`config.mk`:
```
export PLATFORM = sky130hd
export DESIGN_NAME = mms_staging
export DESIGN_NICKNAME = d
export VERILOG_FILES = /design/src/core/mms_staging.v
export VERILOG_INCLUDE_DIRS = /design/src /design/src/core
export SDC_FILE = /design/constraint.sdc
export NUM_CORES = 1
export LEC_CHECK = 0
export ABC_AREA = 1
export BUFFER_PORTS_ARGS = -buffer_cell sky130_fd_sc_hd__buf_2
export CAP_MARGIN = 20
export CORE_MARGIN = 2
export CORE_UTILIZATION = 30
export DETAILED_ROUTE_END_ITERATION = 10
export SLEW_MARGIN = 30
export SYNTH_ARGS = -nofsm -noshare
export SYNTH_HDL_FRONTEND = slang
export SYNTH_SLANG_ARGS = --single-unit
export TNS_END_PERCENT = 20
```
`constraint.sdc`:
```
create_clock -name clk_i -period 7.2 [get_ports clk_i]
set_clock_uncertainty 0.1 [all_clocks]
set_input_delay 1.08 -clock clk_i [delete_from_list [all_inputs] [get_ports clk_i]]
set_output_delay 1.08 -clock clk_i [all_outputs]
set_load 0.05 [all_outputs]
```
`src/core/mms_consts.vh`:
```
// constants for the multi-motor staging controller
`ifndef MMS_CONSTS_VH
`define MMS_CONSTS_VH

// ---------------------------------------------------------------
// timing
// ---------------------------------------------------------------
`define MMS_CLK_PERIOD_NS   10
`define MMS_TICK_MS         100
`define MMS_NS_PER_MS       1000000

// ---------------------------------------------------------------
// register byte offsets
// ---------------------------------------------------------------
`define MMS_ADR_CTRL        8'h00
`define MMS_ADR_ON_LEVEL    8'h04
`define MMS_ADR_OFF_LEVEL   8'h08
`define MMS_ADR_PDIFF       8'h0c
`define MMS_ADR_START_DLY   8'h10
`define MMS_ADR_STOP_DLY    8'h14
`define MMS_ADR_ACCEL       8'h18
`define MMS_ADR_DECEL       8'h1c
`define MMS_ADR_START_F0    8'h20
`define MMS_ADR_STOP_F0     8'h30
`define MMS_ADR_STATUS      8'h40
`define MMS_ADR_TBL_MASK    8'hf0
`define MMS_ADR_IDX_LSB     2
`define MMS_ADR_IDX_MSB     3

// ---------------------------------------------------------------
// ctrl field positions
// ---------------------------------------------------------------
`define MMS_F_MODE_LSB      0
`define MMS_F_MODE_MSB      3
`define MMS_F_SRC_LSB       4
`define MMS_F_SRC_MSB       5
`define MMS_F_FIRST_LSB     8
`define MMS_F_FIRST_MSB     10
`define MMS_F_NUM_LSB       12
`define MMS_F_NUM_MSB       14

// ---------------------------------------------------------------
// codes and reset values (levels 0.01 %, freq 0.01 Hz, time 0.1 s)
// ---------------------------------------------------------------
`define MMS_MODE_MMC        4'h3
`define MMS_SRC_VOLT        2'h1
`define MMS_FUNC_ONOFF      8'h22
`define MMS_FUNC_MMC        8'h18
`define MMS_RST_ON          16'h2328
`define MMS_RST_OFF         16'h03e8
`define MMS_ON_MIN          16'h03e8
`define MMS_ON_MAX          16'h2710
`define MMS_RST_PDIFF       16'h00c8
`define MMS_PDIFF_MAX       16'h2710
`define MMS_RST_DLY         16'h0258
`define MMS_DLY_MAX         16'h8ca0
`define MMS_RST_RAMP        16'h0014
`define MMS_RAMP_MAX        16'h1770
`define MMS_RST_START_F     16'h1387
`define MMS_RST_STOP_F      16'h05dc
`define MMS_FREQ_MAX        16'h1770
`define MMS_RST_FIRST       3'h1
`define MMS_RST_NUM         3'h4
`define MMS_NUM_MAX         3'h4
`define MMS_NAUX            4

`endif

```
`src/core/mms_staging.v`:
```
// multi-motor staging controller with on/off comparator, wishbone slave
`timescale 1ns/100ps
`include "mms_consts.vh"

// Behaviour
// RL1 - output on above on level, hold between
// RL2 - off level clamped to zero..on level
// RL3 - source selector, default voltage input, function 34
// RL4 - mode code 3 enables motor staging
// RL5 - aux motor count 0..4, default 4
// RL6 - start motors circularly from first aux
// RL7 - stop motors in reverse start order
// RL8 - readable count of running aux motors
// RL9 - start needs frequency above start frequency
// RL10 - start needs start delay elapsed
// RL11 - start needs pid error above threshold
// RL12 - stop needs frequency below stop frequency
// RL13 - stop needs stop delay elapsed
// RL14 - stop needs pid error below threshold
// RL15 - on start, suspend pid, decel ramp
// RL16 - on stop, suspend pid, accel ramp
// RL17 - relays 1, 2 and first open collector; the code also drives a fourth motor on aux_relay_o[3], ext
// RL18 - timers restart on lost condition, one step
module mms_staging #(
  parameter TICK_CYCLES = `MMS_TICK_MS * `MMS_NS_PER_MS / `MMS_CLK_PERIOD_NS
) (
  input  wire        clk_i,                  // system clock
  input  wire        rst_i,                  // sync reset, active high
  input  wire        wb_cyc_i,               // wishbone cycle
  input  wire        wb_stb_i,               // wishbone strobe
  input  wire        wb_we_i,                // wishbone write
  input  wire [7:0]  wb_adr_i,               // byte address
  input  wire [3:0]  wb_sel_i,               // byte enables
  input  wire [31:0] wb_dat_i,               // write data
  output reg  [31:0] wb_dat_o,               // read data
  output reg         wb_ack_o,               // acknowledge
  input  wire [15:0] analog_in0_i,           // analog input 0, 0.01 %
  input  wire [15:0] voltage_analog_input_i, // analog input 1, 0.01 %
  input  wire [15:0] analog_in2_i,           // analog input 2, 0.01 %
  input  wire [15:0] analog_in3_i,           // analog input 3, 0.01 %
  input  wire [15:0] main_freq_i,            // main motor freq, 0.01 Hz
  input  wire [15:0] pid_error_i,            // signed ref minus fbk, 0.01 %
  output reg         onoff_out_o,            // comparator output
  output reg  [3:0]  aux_relay_o,            // relay1, relay2, first oc, ext
  output reg  [2:0]  running_aux_count_o,    // running aux motors
  output reg         pid_suspend_o,          // main motor in aux ramp
  output reg  [15:0] ramp_target_o,          // ramp target, 0.01 Hz
  output reg  [15:0] ramp_time_o             // ramp time, 0.1 s
);

  // ---------------------------------------------------------------
  // helpers
  // ---------------------------------------------------------------
  // clamp a 16-bit value into lo..hi
  function [15:0] clamp16;
    input [15:0] v;
    input [15:0] lo;
    input [15:0] hi;
    begin
      clamp16 = (v < lo) ? lo : ((v > hi) ? hi : v);
    end
  endfunction

  // circular motor index: (first-1+off) mod n
  function [1:0] motor_idx;
    input [2:0] first;
    input [2:0] off;
    input [2:0] n;
    reg   [3:0] s;
    integer     k;
    begin
      s = {1'b0, first} - 4'h1 + {1'b0, off};
      for (k = 0; k < 3; k = k + 1) begin
        if (n != 3'h0 && s >= {1'b0, n}) begin
          s = s - {1'b0, n};
        end
      end
      motor_idx = s[1:0];
    end
  endfunction

  // ---------------------------------------------------------------
  // registers
  // ---------------------------------------------------------------
  reg  [3:0]  mode_q;                 // application mode
  reg  [1:0]  on_off_source_select_q; // analog source for comparator
  reg  [2:0]  first_aux_select_q;     // first motor to start
  reg  [2:0]  aux_motor_count_q;      // motors taking part
  reg  [15:0] on_level_q;             // comparator on level
  reg  [15:0] off_level_q;            // comparator off level
  reg  [15:0] pdiff_q;                // pressure difference threshold
  reg  [15:0] start_dly_q;            // aux start delay
  reg  [15:0] stop_dly_q;             // aux stop delay
  reg  [15:0] accel_q;                // aux accel time
  reg  [15:0] decel_q;                // aux decel time
  reg  [15:0] start_f_q [0:`MMS_NAUX-1]; // start frequencies
  reg  [15:0] stop_f_q  [0:`MMS_NAUX-1]; // stop frequencies
  reg  [31:0] tick_cnt_q;             // tick divider
  reg         tick_q;                 // 100 ms enable pulse
  reg  [15:0] start_tmr_q;            // start delay timer
  reg  [15:0] stop_tmr_q;             // stop delay timer
  reg  [15:0] ramp_cnt_q;             // ramp elapsed time
  reg  [2:0]  cnt_q;                  // running motor count
  integer     i;

  wire        wb_req   = wb_cyc_i & wb_stb_i & ~wb_ack_o;
  wire        wb_wr    = wb_req & wb_we_i & (&wb_sel_i[1:0]);
  wire [1:0]  tidx     = wb_adr_i[`MMS_ADR_IDX_MSB:`MMS_ADR_IDX_LSB];
  wire [15:0] wv       = wb_dat_i[15:0];
  wire [31:0] ctrl_w   = {17'h0, aux_motor_count_q, 1'b0, first_aux_select_q,
                          2'h0, on_off_source_select_q, mode_q};
  wire        mmc_en   = (mode_q == `MMS_MODE_MMC);                   // see RL4
  wire [1:0]  next_idx = motor_idx(first_aux_select_q, cnt_q, aux_motor_count_q);        // see RL6
  wire [1:0]  last_idx = motor_idx(first_aux_select_q, cnt_q - 3'h1, aux_motor_count_q); // see RL7
  wire signed [15:0] perr = pid_error_i;
  wire signed [15:0] pthr = pdiff_q;

  // ---------------------------------------------------------------
  // wishbone slave: one-cycle ack, unmapped reads zero
  // ---------------------------------------------------------------
  always @(posedge clk_i) begin
    if (rst_i) begin
      wb_ack_o               <= 1'b0;
      wb_dat_o               <= 32'h0;
      mode_q                 <= 4'h0;
      on_off_source_select_q <= `MMS_SRC_VOLT;   // see RL3
      first_aux_select_q     <= `MMS_RST_FIRST;
      aux_motor_count_q      <= `MMS_RST_NUM;    // see RL5
      on_level_q             <= `MMS_RST_ON;     // see RL1
      off_level_q            <= `MMS_RST_OFF;    // see RL2
      pdiff_q                <= `MMS_RST_PDIFF;
      start_dly_q            <= `MMS_RST_DLY;
      stop_dly_q             <= `MMS_RST_DLY;
      accel_q                <= `MMS_RST_RAMP;
      decel_q                <= `MMS_RST_RAMP;
      for (i = 0; i < `MMS_NAUX; i = i + 1) begin
        start_f_q[i] <= `MMS_RST_START_F;
        stop_f_q[i]  <= `MMS_RST_STOP_F;
      end
    end else begin
      wb_ack_o <= wb_req;
      wb_dat_o <= 32'h0;
      // register writes, values clamped to legal ranges
      if (wb_wr) begin
        if (wb_adr_i == `MMS_ADR_CTRL) begin
          mode_q                 <= wb_dat_i[`MMS_F_MODE_MSB:`MMS_F_MODE_LSB];
          on_off_source_select_q <= wb_dat_i[`MMS_F_SRC_MSB:`MMS_F_SRC_LSB];
          aux_motor_count_q      <= (wb_dat_i[`MMS_F_NUM_MSB:`MMS_F_NUM_LSB] > `MMS_NUM_MAX) ?
                                    `MMS_NUM_MAX : wb_dat_i[`MMS_F_NUM_MSB:`MMS_F_NUM_LSB]; // see RL5
          if (wb_dat_i[`MMS_F_FIRST_MSB:`MMS_F_FIRST_LSB] == 3'h0) begin
            first_aux_select_q <= 3'h1;
          end else if (wb_dat_i[`MMS_F_FIRST_MSB:`MMS_F_FIRST_LSB] > `MMS_NUM_MAX) begin
            first_aux_select_q <= `MMS_NUM_MAX;
          end else begin
            first_aux_select_q <= wb_dat_i[`MMS_F_FIRST_MSB:`MMS_F_FIRST_LSB];
          end
        end else if (wb_adr_i == `MMS_ADR_ON_LEVEL) begin
          on_level_q <= clamp16(wv, `MMS_ON_MIN, `MMS_ON_MAX);            // see RL1
          if (off_level_q > clamp16(wv, `MMS_ON_MIN, `MMS_ON_MAX)) begin
            off_level_q <= clamp16(wv, `MMS_ON_MIN, `MMS_ON_MAX);         // see RL2
          end
        end else if (wb_adr_i == `MMS_ADR_OFF_LEVEL) begin
          off_level_q <= clamp16(wv, 16'h0, on_level_q);                   // see RL2
        end else if (wb_adr_i == `MMS_ADR_PDIFF) begin
          pdiff_q <= clamp16(wv, 16'h0, `MMS_PDIFF_MAX);
        end else if (wb_adr_i == `MMS_ADR_START_DLY) begin
          start_dly_q <= clamp16(wv, 16'h0, `MMS_DLY_MAX);
        end else if (wb_adr_i == `MMS_ADR_STOP_DLY) begin
          stop_dly_q <= clamp16(wv, 16'h0, `MMS_DLY_MAX);
        end else if (wb_adr_i == `MMS_ADR_ACCEL) begin
          accel_q <= clamp16(wv, 16'h0, `MMS_RAMP_MAX);
        end else if (wb_adr_i == `MMS_ADR_DECEL) begin
          decel_q <= clamp16(wv, 16'h0, `MMS_RAMP_MAX);
        end else if ((wb_adr_i & `MMS_ADR_TBL_MASK) == `MMS_ADR_START_F0) begin
          start_f_q[tidx] <= clamp16(wv, 16'h0, `MMS_FREQ_MAX);
        end else if ((wb_adr_i & `MMS_ADR_TBL_MASK) == `MMS_ADR_STOP_F0) begin
          stop_f_q[tidx] <= clamp16(wv, 16'h0, `MMS_FREQ_MAX);
        end
      end
      // register reads
      if (wb_req && !wb_we_i) begin
        if (wb_adr_i == `MMS_ADR_CTRL) begin
          wb_dat_o <= ctrl_w;
        end else if (wb_adr_i == `MMS_ADR_ON_LEVEL) begin
          wb_dat_o <= {16'h0, on_level_q};
        end else if (wb_adr_i == `MMS_ADR_OFF_LEVEL) begin
          wb_dat_o <= {16'h0, off_level_q};
        end else if (wb_adr_i == `MMS_ADR_PDIFF) begin
          wb_dat_o <= {16'h0, pdiff_q};
        end else if (wb_adr_i == `MMS_ADR_START_DLY) begin
          wb_dat_o <= {16'h0, start_dly_q};
        end else if (wb_adr_i == `MMS_ADR_STOP_DLY) begin
          wb_dat_o <= {16'h0, stop_dly_q};
        end else if (wb_adr_i == `MMS_ADR_ACCEL) begin
          wb_dat_o <= {16'h0, accel_q};
        end else if (wb_adr_i == `MMS_ADR_DECEL) begin
          wb_dat_o <= {16'h0, decel_q};
        end else if ((wb_adr_i & `MMS_ADR_TBL_MASK) == `MMS_ADR_START_F0) begin
          wb_dat_o <= {16'h0, start_f_q[tidx]};
        end else if ((wb_adr_i & `MMS_ADR_TBL_MASK) == `MMS_ADR_STOP_F0) begin
          wb_dat_o <= {16'h0, stop_f_q[tidx]};
        end else if (wb_adr_i == `MMS_ADR_STATUS) begin
          // status: count, relays, comparator, ramp
          wb_dat_o <= {`MMS_FUNC_MMC, `MMS_FUNC_ONOFF, 6'h0, pid_suspend_o, onoff_out_o,
                       aux_relay_o, 1'b0, cnt_q};                        // see RL8
        end
      end
    end
  end

  // ---------------------------------------------------------------
  // control tick divider
  // ---------------------------------------------------------------
  always @(posedge clk_i) begin
    if (rst_i) begin
      tick_cnt_q <= 32'h0;
      tick_q     <= 1'b0;
    end else if (tick_cnt_q >= TICK_CYCLES - 1) begin
      tick_cnt_q <= 32'h0;
      tick_q     <= 1'b1;
    end else begin
      tick_cnt_q <= tick_cnt_q + 32'h1;
      tick_q     <= 1'b0;
    end
  end

  // ---------------------------------------------------------------
  // on/off comparator with hysteresis
  // ---------------------------------------------------------------
  reg [15:0] src_val;
  always @* begin
    case (on_off_source_select_q)                                       // see RL3
      2'h0:    src_val = analog_in0_i;
      2'h1:    src_val = voltage_analog_input_i;
      2'h2:    src_val = analog_in2_i;
      default: src_val = analog_in3_i;
    endcase
  end

  always @(posedge clk_i) begin
    if (rst_i) begin
      onoff_out_o <= 1'b0;
    end else if (src_val > on_level_q) begin
      onoff_out_o <= 1'b1;                                              // see RL1
    end else if (src_val < off_level_q) begin
      onoff_out_o <= 1'b0;                                              // see RL2
    end
  end

  // ---------------------------------------------------------------
  // staging: delay timers, relays, count, main motor ramp
  // ---------------------------------------------------------------
  wire start_cond = mmc_en && !pid_suspend_o && (cnt_q < aux_motor_count_q) &&
                    (main_freq_i > start_f_q[next_idx]) &&              // see RL9
                    (perr > pthr);                                      // see RL11
  wire stop_cond  = mmc_en && !pid_suspend_o && (cnt_q != 3'h0) &&
                    (main_freq_i < stop_f_q[last_idx]) &&               // see RL12
                    (perr < pthr);                                      // see RL14

  always @(posedge clk_i) begin
    if (rst_i || !mmc_en) begin
      start_tmr_q         <= 16'h0;
      stop_tmr_q          <= 16'h0;
      ramp_cnt_q          <= 16'h0;
      cnt_q               <= 3'h0;
      aux_relay_o         <= 4'h0;
      running_aux_count_o <= 3'h0;
      pid_suspend_o       <= 1'b0;
      ramp_target_o       <= 16'h0;
      ramp_time_o         <= 16'h0;
    end else begin
      running_aux_count_o <= cnt_q;                                     // see RL8
      if (pid_suspend_o) begin
        // ramp runs for its set time, then pid resumes
        if (ramp_cnt_q >= ramp_time_o) begin
          pid_suspend_o <= 1'b0;
        end else if (tick_q) begin
          ramp_cnt_q <= ramp_cnt_q + 16'h1;
        end
      end
      // start side
      if (!start_cond) begin
        start_tmr_q <= 16'h0;                                           // see RL18
      end else if (start_tmr_q >= start_dly_q) begin
        aux_relay_o[next_idx] <= 1'b1;                                  // see RL17
        cnt_q                 <= cnt_q + 3'h1;                          // see RL6
        start_tmr_q           <= 16'h0;                                 // see RL18
        pid_suspend_o         <= 1'b1;                                  // see RL15
        ramp_cnt_q            <= 16'h0;
        ramp_target_o         <= stop_f_q[next_idx];                    // see RL15
        ramp_time_o           <= decel_q;
      end else if (tick_q) begin
        start_tmr_q <= start_tmr_q + 16'h1;                             // see RL10
      end
      // stop side
      if (!stop_cond) begin
        stop_tmr_q <= 16'h0;                                            // see RL18
      end else if (stop_tmr_q >= stop_dly_q) begin
        aux_relay_o[last_idx] <= 1'b0;                                  // see RL7
        cnt_q                 <= cnt_q - 3'h1;
        stop_tmr_q            <= 16'h0;
        pid_suspend_o         <= 1'b1;                                  // see RL16
        ramp_cnt_q            <= 16'h0;
        ramp_target_o         <= start_f_q[last_idx];                   // see RL16
        ramp_time_o           <= accel_q;
      end else if (tick_q) begin
        stop_tmr_q <= stop_tmr_q + 16'h1;                               // see RL13
      end
    end
  end

endmodule // mms_staging

```
==> metrics.yaml, run 1 <==
run_status:
  status: "finished, violations left"
  violations: "setup timing"
timing:
  slew_violations: 0
  rsz0062_at_grt: "yes"
  min_period_over_period: 1.037
  fin_crit_ps: 7469
  worst_slack_ps: -269.1
  relSlewSlack: 0.3164
  tightest_slew_ps: 1022
  finalSetupViolCount: 72
  finalHoldViolCount: 0
  max_freq_mhz: 133.9
final_layout:
  layout_common_cells: "640 x nand2_1, 452 x inv_1, 264 x dfxtp_1"
  layout_commonest_cell: "nand2_1"
  syn2layout_area_growth_pct: 27.11
  drive_above_1_share: 0.1987
  final_area_um2: 31460
  fillers: 8392
  fin_nets: 4081
setup_path:
  arrival_ps: 7890
  worst_setup_path_end_kind: "flip-flop"
  start_kind: "flip-flop"
  crit_fanout: 7
  path_class: "reg -> reg"
  crit_required_ps: 7620
  cpMaxStageDelayCell: "ha_1"
  cp_slowest_stage_delay_ps: 350
place:
  pre_cts_slack_ps: -713.5
  place_congestion: 0.9476
  place_area_um2: 28260
  io_buffers: 188
  dp_hpwl_um: 70330
global_routing:
  grt_usage: 0.2176
  antenna_found_initial: 2
  grt_pass1_wl_um: 143300
  grt_overflow_total: 0
  grt_max_degree: 93
  first_global_vias: 23440
die:
  die-height_um: 291.2
  std_cell_rows: 105
  ios: 219
  coreArea_um2: 81850
  dieArea_um2: 84810
  start_util: 0.3024
  die_w_um: 291.2
power_and_ir_drop:
  ir_drop_mv: 0.1526
  power_density_nw_per_um2: 171.5
  p_leak_nw: 13.79
detailed_routing:
  postRouteAntennaNets: 0
  firstDrtPassIters: 6
  wire_per_inst_um: 19.73
  avgViaCountPerCell: 5.207
  vias: 25230
  drtIter0Drc: 2589
  remaining_drc_errors: 0
  totalWireLength_um: 95620
synthesis:
  async_reset_ff_frac: 0
  synth_area_leaders: "dfxtp_1 22%, edfxtp_1 16%, nand2_1 10%, ha_1 9.7%, inv_1 7.1%"
  netlist_instances: 3334
  synth_edf_count: 128
  synth_flop_cell: "dfxtp_1"
  netlist_area_um2: 24750
  synth_cell_types: 62
  avgSynthCellArea_um2: 7.423
  synth_top_area_frac: 0.2160
  ys_ff_latch: 395
  synth_top_area_cell: "dfxtp_1"
  ys_seq_area_frac: 0.3713
  yosysWarnings: 0
clock_network:
  cts_tree: "yes"
  cts_max_level: 2
  clk_latency_ps: 610
  cts_made_buffers: 47
  cts_sinks: 395
  cts_buffer_depth: 3
  hold_buffers: 0
  clkSlewWorstSetupHoldPaths_ps: 60
  cts-root-buf: "clkbuf_16"
job:
  cap_violations: 0
worst_hold_path:
  hold_class: "reg -> reg"
==> cells in the mapped netlist, drive strengths merged (3+ instances only) <==
master,count
or2,7
clkinv,8
nand4,42
fa,8
a2111oi,5
nor3,47
nand3,140
inv,481
nand2,675
a21o,3
a221o,4
a41oi,4
xnor2,15
o21a,10
nor2,285
o211ai,42
nor3b,5
ha,192
buf,41
a211oi,18
a21oi,259
a31oi,18
o31ai,6
clkbuf,106
a22oi,37
a22o,5
dfxtp,267
o22ai,70
a221oi,14
edfxtp,128
o2111ai,16
or4,3
nor4,15
o221ai,31
o21ai,263
xor2,41
and2,6
==> critical path: cells and delay by family, from the launching register on <==
| family | cells | cell delay (ps) |
|---|---|---|
| adders and majority gates | 7 | 1730 |
| and+or+nand+nor | 24 | 2570 |
| xor gates and xnor gates | 2 | 380 |
| DFF | 1 | 340 |
| buffers and inverters | 8 | 890 |
| AOI/OAI and AO/OA | 10 | 1320 |
==> stage by stage <==
stage	hold WS (ps)	total power, W	TNS, ps	util	instances
after detailed placement	345.6	0.002821	-46140	0.3453	4702
after global placement	331.1	0.002815	-36590	0.3452	4702
final	351.8	0.005396	-11240	0.3843	4846
after CTS	358.6	0.005410	-9367	0.3775	4829
after floorplan	317.5	0.002631	-17.04	-	3378
after global routing	381.0	0.005559	-44370	0.3843	4845
==> report_power, final <==
part,leakage [nW],internal (W),switching [W],total (W)
logic,9.67,0.000151,0.000314,0.000465
clock network,0.823,0.00155,0.00104,0.00259
registers,3.30,0.00233,0.0000190,0.00235
total,13.8,0.00403,0.00137,0.00540
==> kinds of logic (layout without fill, tap and decap cells) <==
group	after synthesis	in the layout	synth area share
buffers and inverters	636	1033	0.1008
XOR/XNOR	56	56	0.01982
AO/OA/AOI/OAI	815	815	0.1957
AND/OR/NAND/NOR	1228	1228	0.2078
adder cells (fa/ha/maj)	200	200	0.1035
flip-flops	395	395	0.3713
other	2	47	0.0003034
multiplexers	2	2	0.0008089
==> path summary, 6_finish.rpt <==
kind                                       from  cells after the start                  endpoint  slack [ps]
max          first_aux_select_q[0]$_SDFFE_PP1P_                     51       cnt_q[1]$_SDFF_PP0_        -270
min                    tick_cnt_q[0]$_SDFF_PP0_                      1  tick_cnt_q[0]$_SDFF_PP0_         350
max reg2reg  first_aux_select_q[0]$_SDFFE_PP1P_                     51       cnt_q[1]$_SDFF_PP0_        -270
min reg2reg            tick_cnt_q[0]$_SDFF_PP0_                      1  tick_cnt_q[0]$_SDFF_PP0_         350
==> state kept, by name, summed over array words and instances, names as in the netlist, 17 cells and up <==
register / cells
start_f_q: 64
stop_f_q: 64
tick_cnt_q: 32
wb_dat_o: 17
==> layout make-up <==
type,count,area (um2),area share
antenna,1,2.502,0.00007955
clock buffer,62,1321,0.04200
tap,1070,1339,0.04256
timing repair buffer,456,3268,0.1039
clock inverter,26,332.8,0.01058
multi-input combinational,2347,14130,0.4492
sequential,395,9193,0.2922
inverter,489,1872,0.05950
==> routing by layer <==
layer,GRT usage,routed length [um],share of wire,vias up
met5,0,0,0,-
met4,0.09289,4319,0.045,0
met3,0.03749,9375,0.098,226
met2,0.3374,42190,0.44,1297
met1,0.2970,39730,0.42,11630
li1,-,-,-,12090
==> what timing repair did <==
action	CTS	global route
setup endpoints to repair	88	88
pin swaps	95	74
gates resized for setup	181	91
cloned	3	2
buffers inserted	38	14
(Power assumes the default switching activity.)
==> inputs of run 2 (changes only) <==
--- a/config.mk
+++ b/config.mk
@@ -6,7 +6,7 @@
 export SDC_FILE = /design/constraint.sdc
 export NUM_CORES = 1
 export LEC_CHECK = 0
-export ABC_AREA = 1
+export ABC_AREA = 0
 export BUFFER_PORTS_ARGS = -buffer_cell sky130_fd_sc_hd__buf_2
 export CAP_MARGIN = 20
 export CORE_MARGIN = 2
==> run 2 against run 1 <==
Net effect:
- the run still ends with setup timing left
- cell count decreased by 13%
- utilization decreased by 0.39 points
- sequential cell count unchanged
- routed wire length decreased by 1.7%
- maximum frequency decreased by 7.4%
- via count decreased by 8.5%
- setup slack got worse by 600 ps
- sequential share of layout area increased by 0.85 points
- synthesized cell count decreased by 17%
- critical endpoint is now ramp_target_o[13]$_SDFF_PP0_
- largest cell class unchanged
- largest power group unchanged
==> metrics.yaml, run 2 <==
run_status:
  status: "finished, violations left"  # unchanged
  violations: "setup timing"  # unchanged
synthesis:
  synth_commonest_cells: "377 x nand2_1, 360 x nor2_1, 267 x dfxtp_1"  # was 665 x nand2_1, 470 x inv_1, 283 x nor2_1
  yosysMostFrequentCell: "nand2_1"  # unchanged
  synth_area_leaders: "dfxtp_1 22%, edfxtp_1 16%, ha_1 9.9%, mux4_2 6.0%, nand2_1 5.8%"  # was dfxtp_1 22%, edfxtp_1 16%, nand2_1 10%, ha_1 9.7%, inv_1 7.1%
  yosysWarnings: 0  # unchanged
  synth_top_area_cell: "dfxtp_1"  # unchanged
  avgSynthCellArea_um2: 8.825  # was 7.423 um2
  synth-simple-area-share: 0.1939  # was 0.2078
  synthMuxAreaShare: 0.08252  # was 0.0008089
  synth_top_area_frac: 0.2198  # was 0.2160
  synth_cell_types: 85  # was 62
  synth_compound_area_frac: 0.1613  # was 0.1957
  synth_flop_cell: "dfxtp_1"  # unchanged
  synth-xor-area-share: 0.02665  # was 0.01982
  synth_top_family_by_area: "simple AND/OR/NAND/NOR gates"  # unchanged
  ys_ff_latch: 395  # unchanged
  ys_seq_area_frac: 0.3778  # was 0.3713
  synth_edf_count: 128  # unchanged
  netlist_area_um2: 24320  # was 24750 um2
  async_reset_ff_frac: 0  # unchanged
  synth-adder-area-share: 0.1054  # was 0.1035
  netlist_instances: 2756  # was 3334
timing:
  finalHoldViolCount: 0  # unchanged
  relSlewSlack: 0.3272  # was 0.3164
  tns_ps: -64330  # was -11240 ps
  worst_slack_ps: -865.8  # was -269.1 ps
  finalSetupViolCount: 88  # was 72
  min_period_over_period: 1.120  # was 1.037
  tightest_slew_ps: 1009  # was 1022 ps
  slew_violations: 0  # unchanged
  holdWs_ps: 359.1  # was 351.8 ps
  fin_crit_ps: 8066  # was 7469 ps
  max_freq_mhz: 124.0  # was 133.9 MHz
  rsz0062_at_grt: "yes"  # unchanged
clock_network:
  cts_tree: "yes"  # unchanged
  cts_sinks: 395  # unchanged
  cts-root-buf: "clkbuf_16"  # unchanged
  cts_made_buffers: 46  # was 47
  clk_latency_ps: 600  # was 610 ps
  hold_buffers: 0  # unchanged
  clkSlewWorstSetupHoldPaths_ps: 70  # was 60 ps
  cts_buffer_depth: 3  # unchanged
  cts_max_level: 2  # unchanged
place:
  place_area_um2: 27780  # was 28260 um2
  io_buffers: 188  # unchanged
  dp_hpwl_um: 70010  # was 70330 um
  pre_cts_slack_ps: -1273  # was -713.5 ps
  place_congestion: 0.9725  # was 0.9476
power_and_ir_drop:
  ir_drop_mv: 0.1709  # was 0.1526 mV
  power.total_w: 0.005205  # was 0.005396 W
  power_density_nw_per_um2: 170.1  # was 171.5 nW/um2
  p_leak_nw: 11.99  # was 13.79 nW
job:
  cap_violations: 0  # unchanged
setup_path:
  crit_start: "first_aux_select_q[1]$_SDFFE_PP0P_"  # was first_aux_select_q[0]$_SDFFE_PP1P_
  arrival_ps: 8450  # was 7890 ps
  rr_startpoint: "first_aux_select_q[1]$_SDFFE_PP0P_"  # was first_aux_select_q[0]$_SDFFE_PP1P_
  cp_slowest_stage_delay_ps: 570  # was 350 ps
  cpMaxStageDelayCell: "fa_2"  # was ha_1
  crit_required_ps: 7590  # was 7620 ps
  start_kind: "flip-flop"  # unchanged
  worst_setup_path_end_kind: "flip-flop"  # unchanged
  crit_fanout: 8  # was 7
  path_class: "reg -> reg"  # unchanged
global_routing:
  first_global_vias: 21430  # was 23440
  grt_usage: 0.2193  # was 0.2176
  grt_max_degree: 58  # was 93
  grt_overflow_total: 0  # unchanged
  antenna_found_initial: 6  # was 2
  grt_pass1_wl_um: 137600  # was 143300 um
worst_hold_path:
  hp-start: "tick_cnt_q[0]$_SDFF_PP0_"  # unchanged
  hold_class: "reg -> reg"  # unchanged
detailed_routing:
  totalWireLength_um: 94010  # was 95620 um
  vias: 23080  # was 25230
  drtIter0Drc: 2965  # was 2589
  wire_per_inst_um: 22.36  # was 19.73 um
  postRouteAntennaNets: 0  # unchanged
  remaining_drc_errors: 0  # unchanged
  firstDrtPassIters: 6  # unchanged
  avgViaCountPerCell: 5.489  # was 5.207
die:
  die_w_um: 288.7  # was 291.2 um
  dieArea_um2: 83360  # was 84810 um2
  std_cell_rows: 104  # was 105
  start_util: 0.3024  # about the same
  die-height_um: 288.7  # was 291.2 um
  ios: 219  # unchanged
  coreArea_um2: 80420  # was 81850 um2
final_layout:
  drive_above_1_share: 0.2419  # was 0.1987
  layout_commonest_cell: "nand2_1"  # unchanged
  layout_common_cells: "372 x nand2_1, 320 x nor2_1, 263 x dfxtp_1"  # was 640 x nand2_1, 452 x inv_1, 264 x dfxtp_1
  reg_top3: "start_f_q (64), stop_f_q (64), tick_cnt_q (32)"  # unchanged
  final_area_um2: 30590  # was 31460 um2
  syn2layout_area_growth_pct: 25.79  # was 27.11%
  fin_nets: 3450  # was 4081
## run 2: changes by cell type after synthesis, sizes merged, moves of 28 or more
cell,change
o221ai,-30
mux2i,+42
mux4,+65
a22oi,-28
o22ai,-66
o21ai,-143
a21o,+29
and3,+39
a211oi,+38
nor2,+76
a21oi,-57
nand2,-298
inv,-350
## run 2: path summary, 6_finish.rpt
kind | end | cells after the start | slack (ps)
worst max-delay path | ramp_target_o[13]$_SDFF_PP0_ | 41 | -870
worst min-delay path | tick_cnt_q[0]$_SDFF_PP0_ | 1 | 360
worst max register to register | ramp_target_o[13]$_SDFF_PP0_ | 41 | -870
worst min register to register | tick_cnt_q[0]$_SDFF_PP0_ | 1 | 360
## run 2: critical path, delay by kind of cell, from the launching register on
kind / cells / cell delay [ps]
muxes: 3 / 810
DFF: 1 / 350
AOI/OAI and AO/OA: 17 / 2740
buffers and inverters: 8 / 1000
adders and majority gates: 8 / 2350
and+or+nand+nor: 5 / 550
## run 2: layout make-up
cell class	count	area, um2
fill	8054	49820
multi-input combinational	2110	14960
sequential	395	9199
timing repair buffer	420	3075
tap	1060	1326
clock buffer	62	1295
inverter	132	505.5
clock inverter	23	227.7
antenna	2	5.005
## run 2: timing repair
action,in CTS,in global routing
resized for setup,93,137
setup buffers,21,18
endpoints found under the setup margin,88,88
gates cloned,7,1
pin swaps,78,82
## run 2: routing by layer
layer / up-vias / global-route usage / part of all wire / wire length, um
li1: 10550 / - / - / -
met1: 11020 / 0.2935 / 0.41 / 38250
met2: 1237 / 0.3405 / 0.44 / 41100
met3: 260 / 0.05032 / 0.11 / 10220
met4: 2 / 0.08943 / 0.047 / 4410
met5: - / 0 / 0.00021 / 20
## run 2: kinds of logic after synthesis
group / Yosys count
fa+ha+maj: 200
mux: 117
buf+inv: 298
flops: 395
other cells: 2
compound gates: 601
simple gates: 1069
xor+xnor: 74
## run 2: where the power goes
| group | switching [W] | internal, W | total [W] |
|---|---|---|---|
| Sequential | 0.0000271 | 0.00233 | 0.00235 |
| Combinational | 0.000278 | 0.000152 | 0.000430 |
| Clock | 0.00101 | 0.00141 | 0.00242 |
| Total | 0.00132 | 0.00389 | 0.00521 |
## run 2: per-stage QoR
stage | std cells | utilization
after floorplan | 2800 | -
after global placement | 4073 | 0.3452
after detailed placement | 4073 | 0.3454
after CTS | 4185 | 0.3716
after global routing | 4202 | 0.3804
final | 4204 | 0.3804
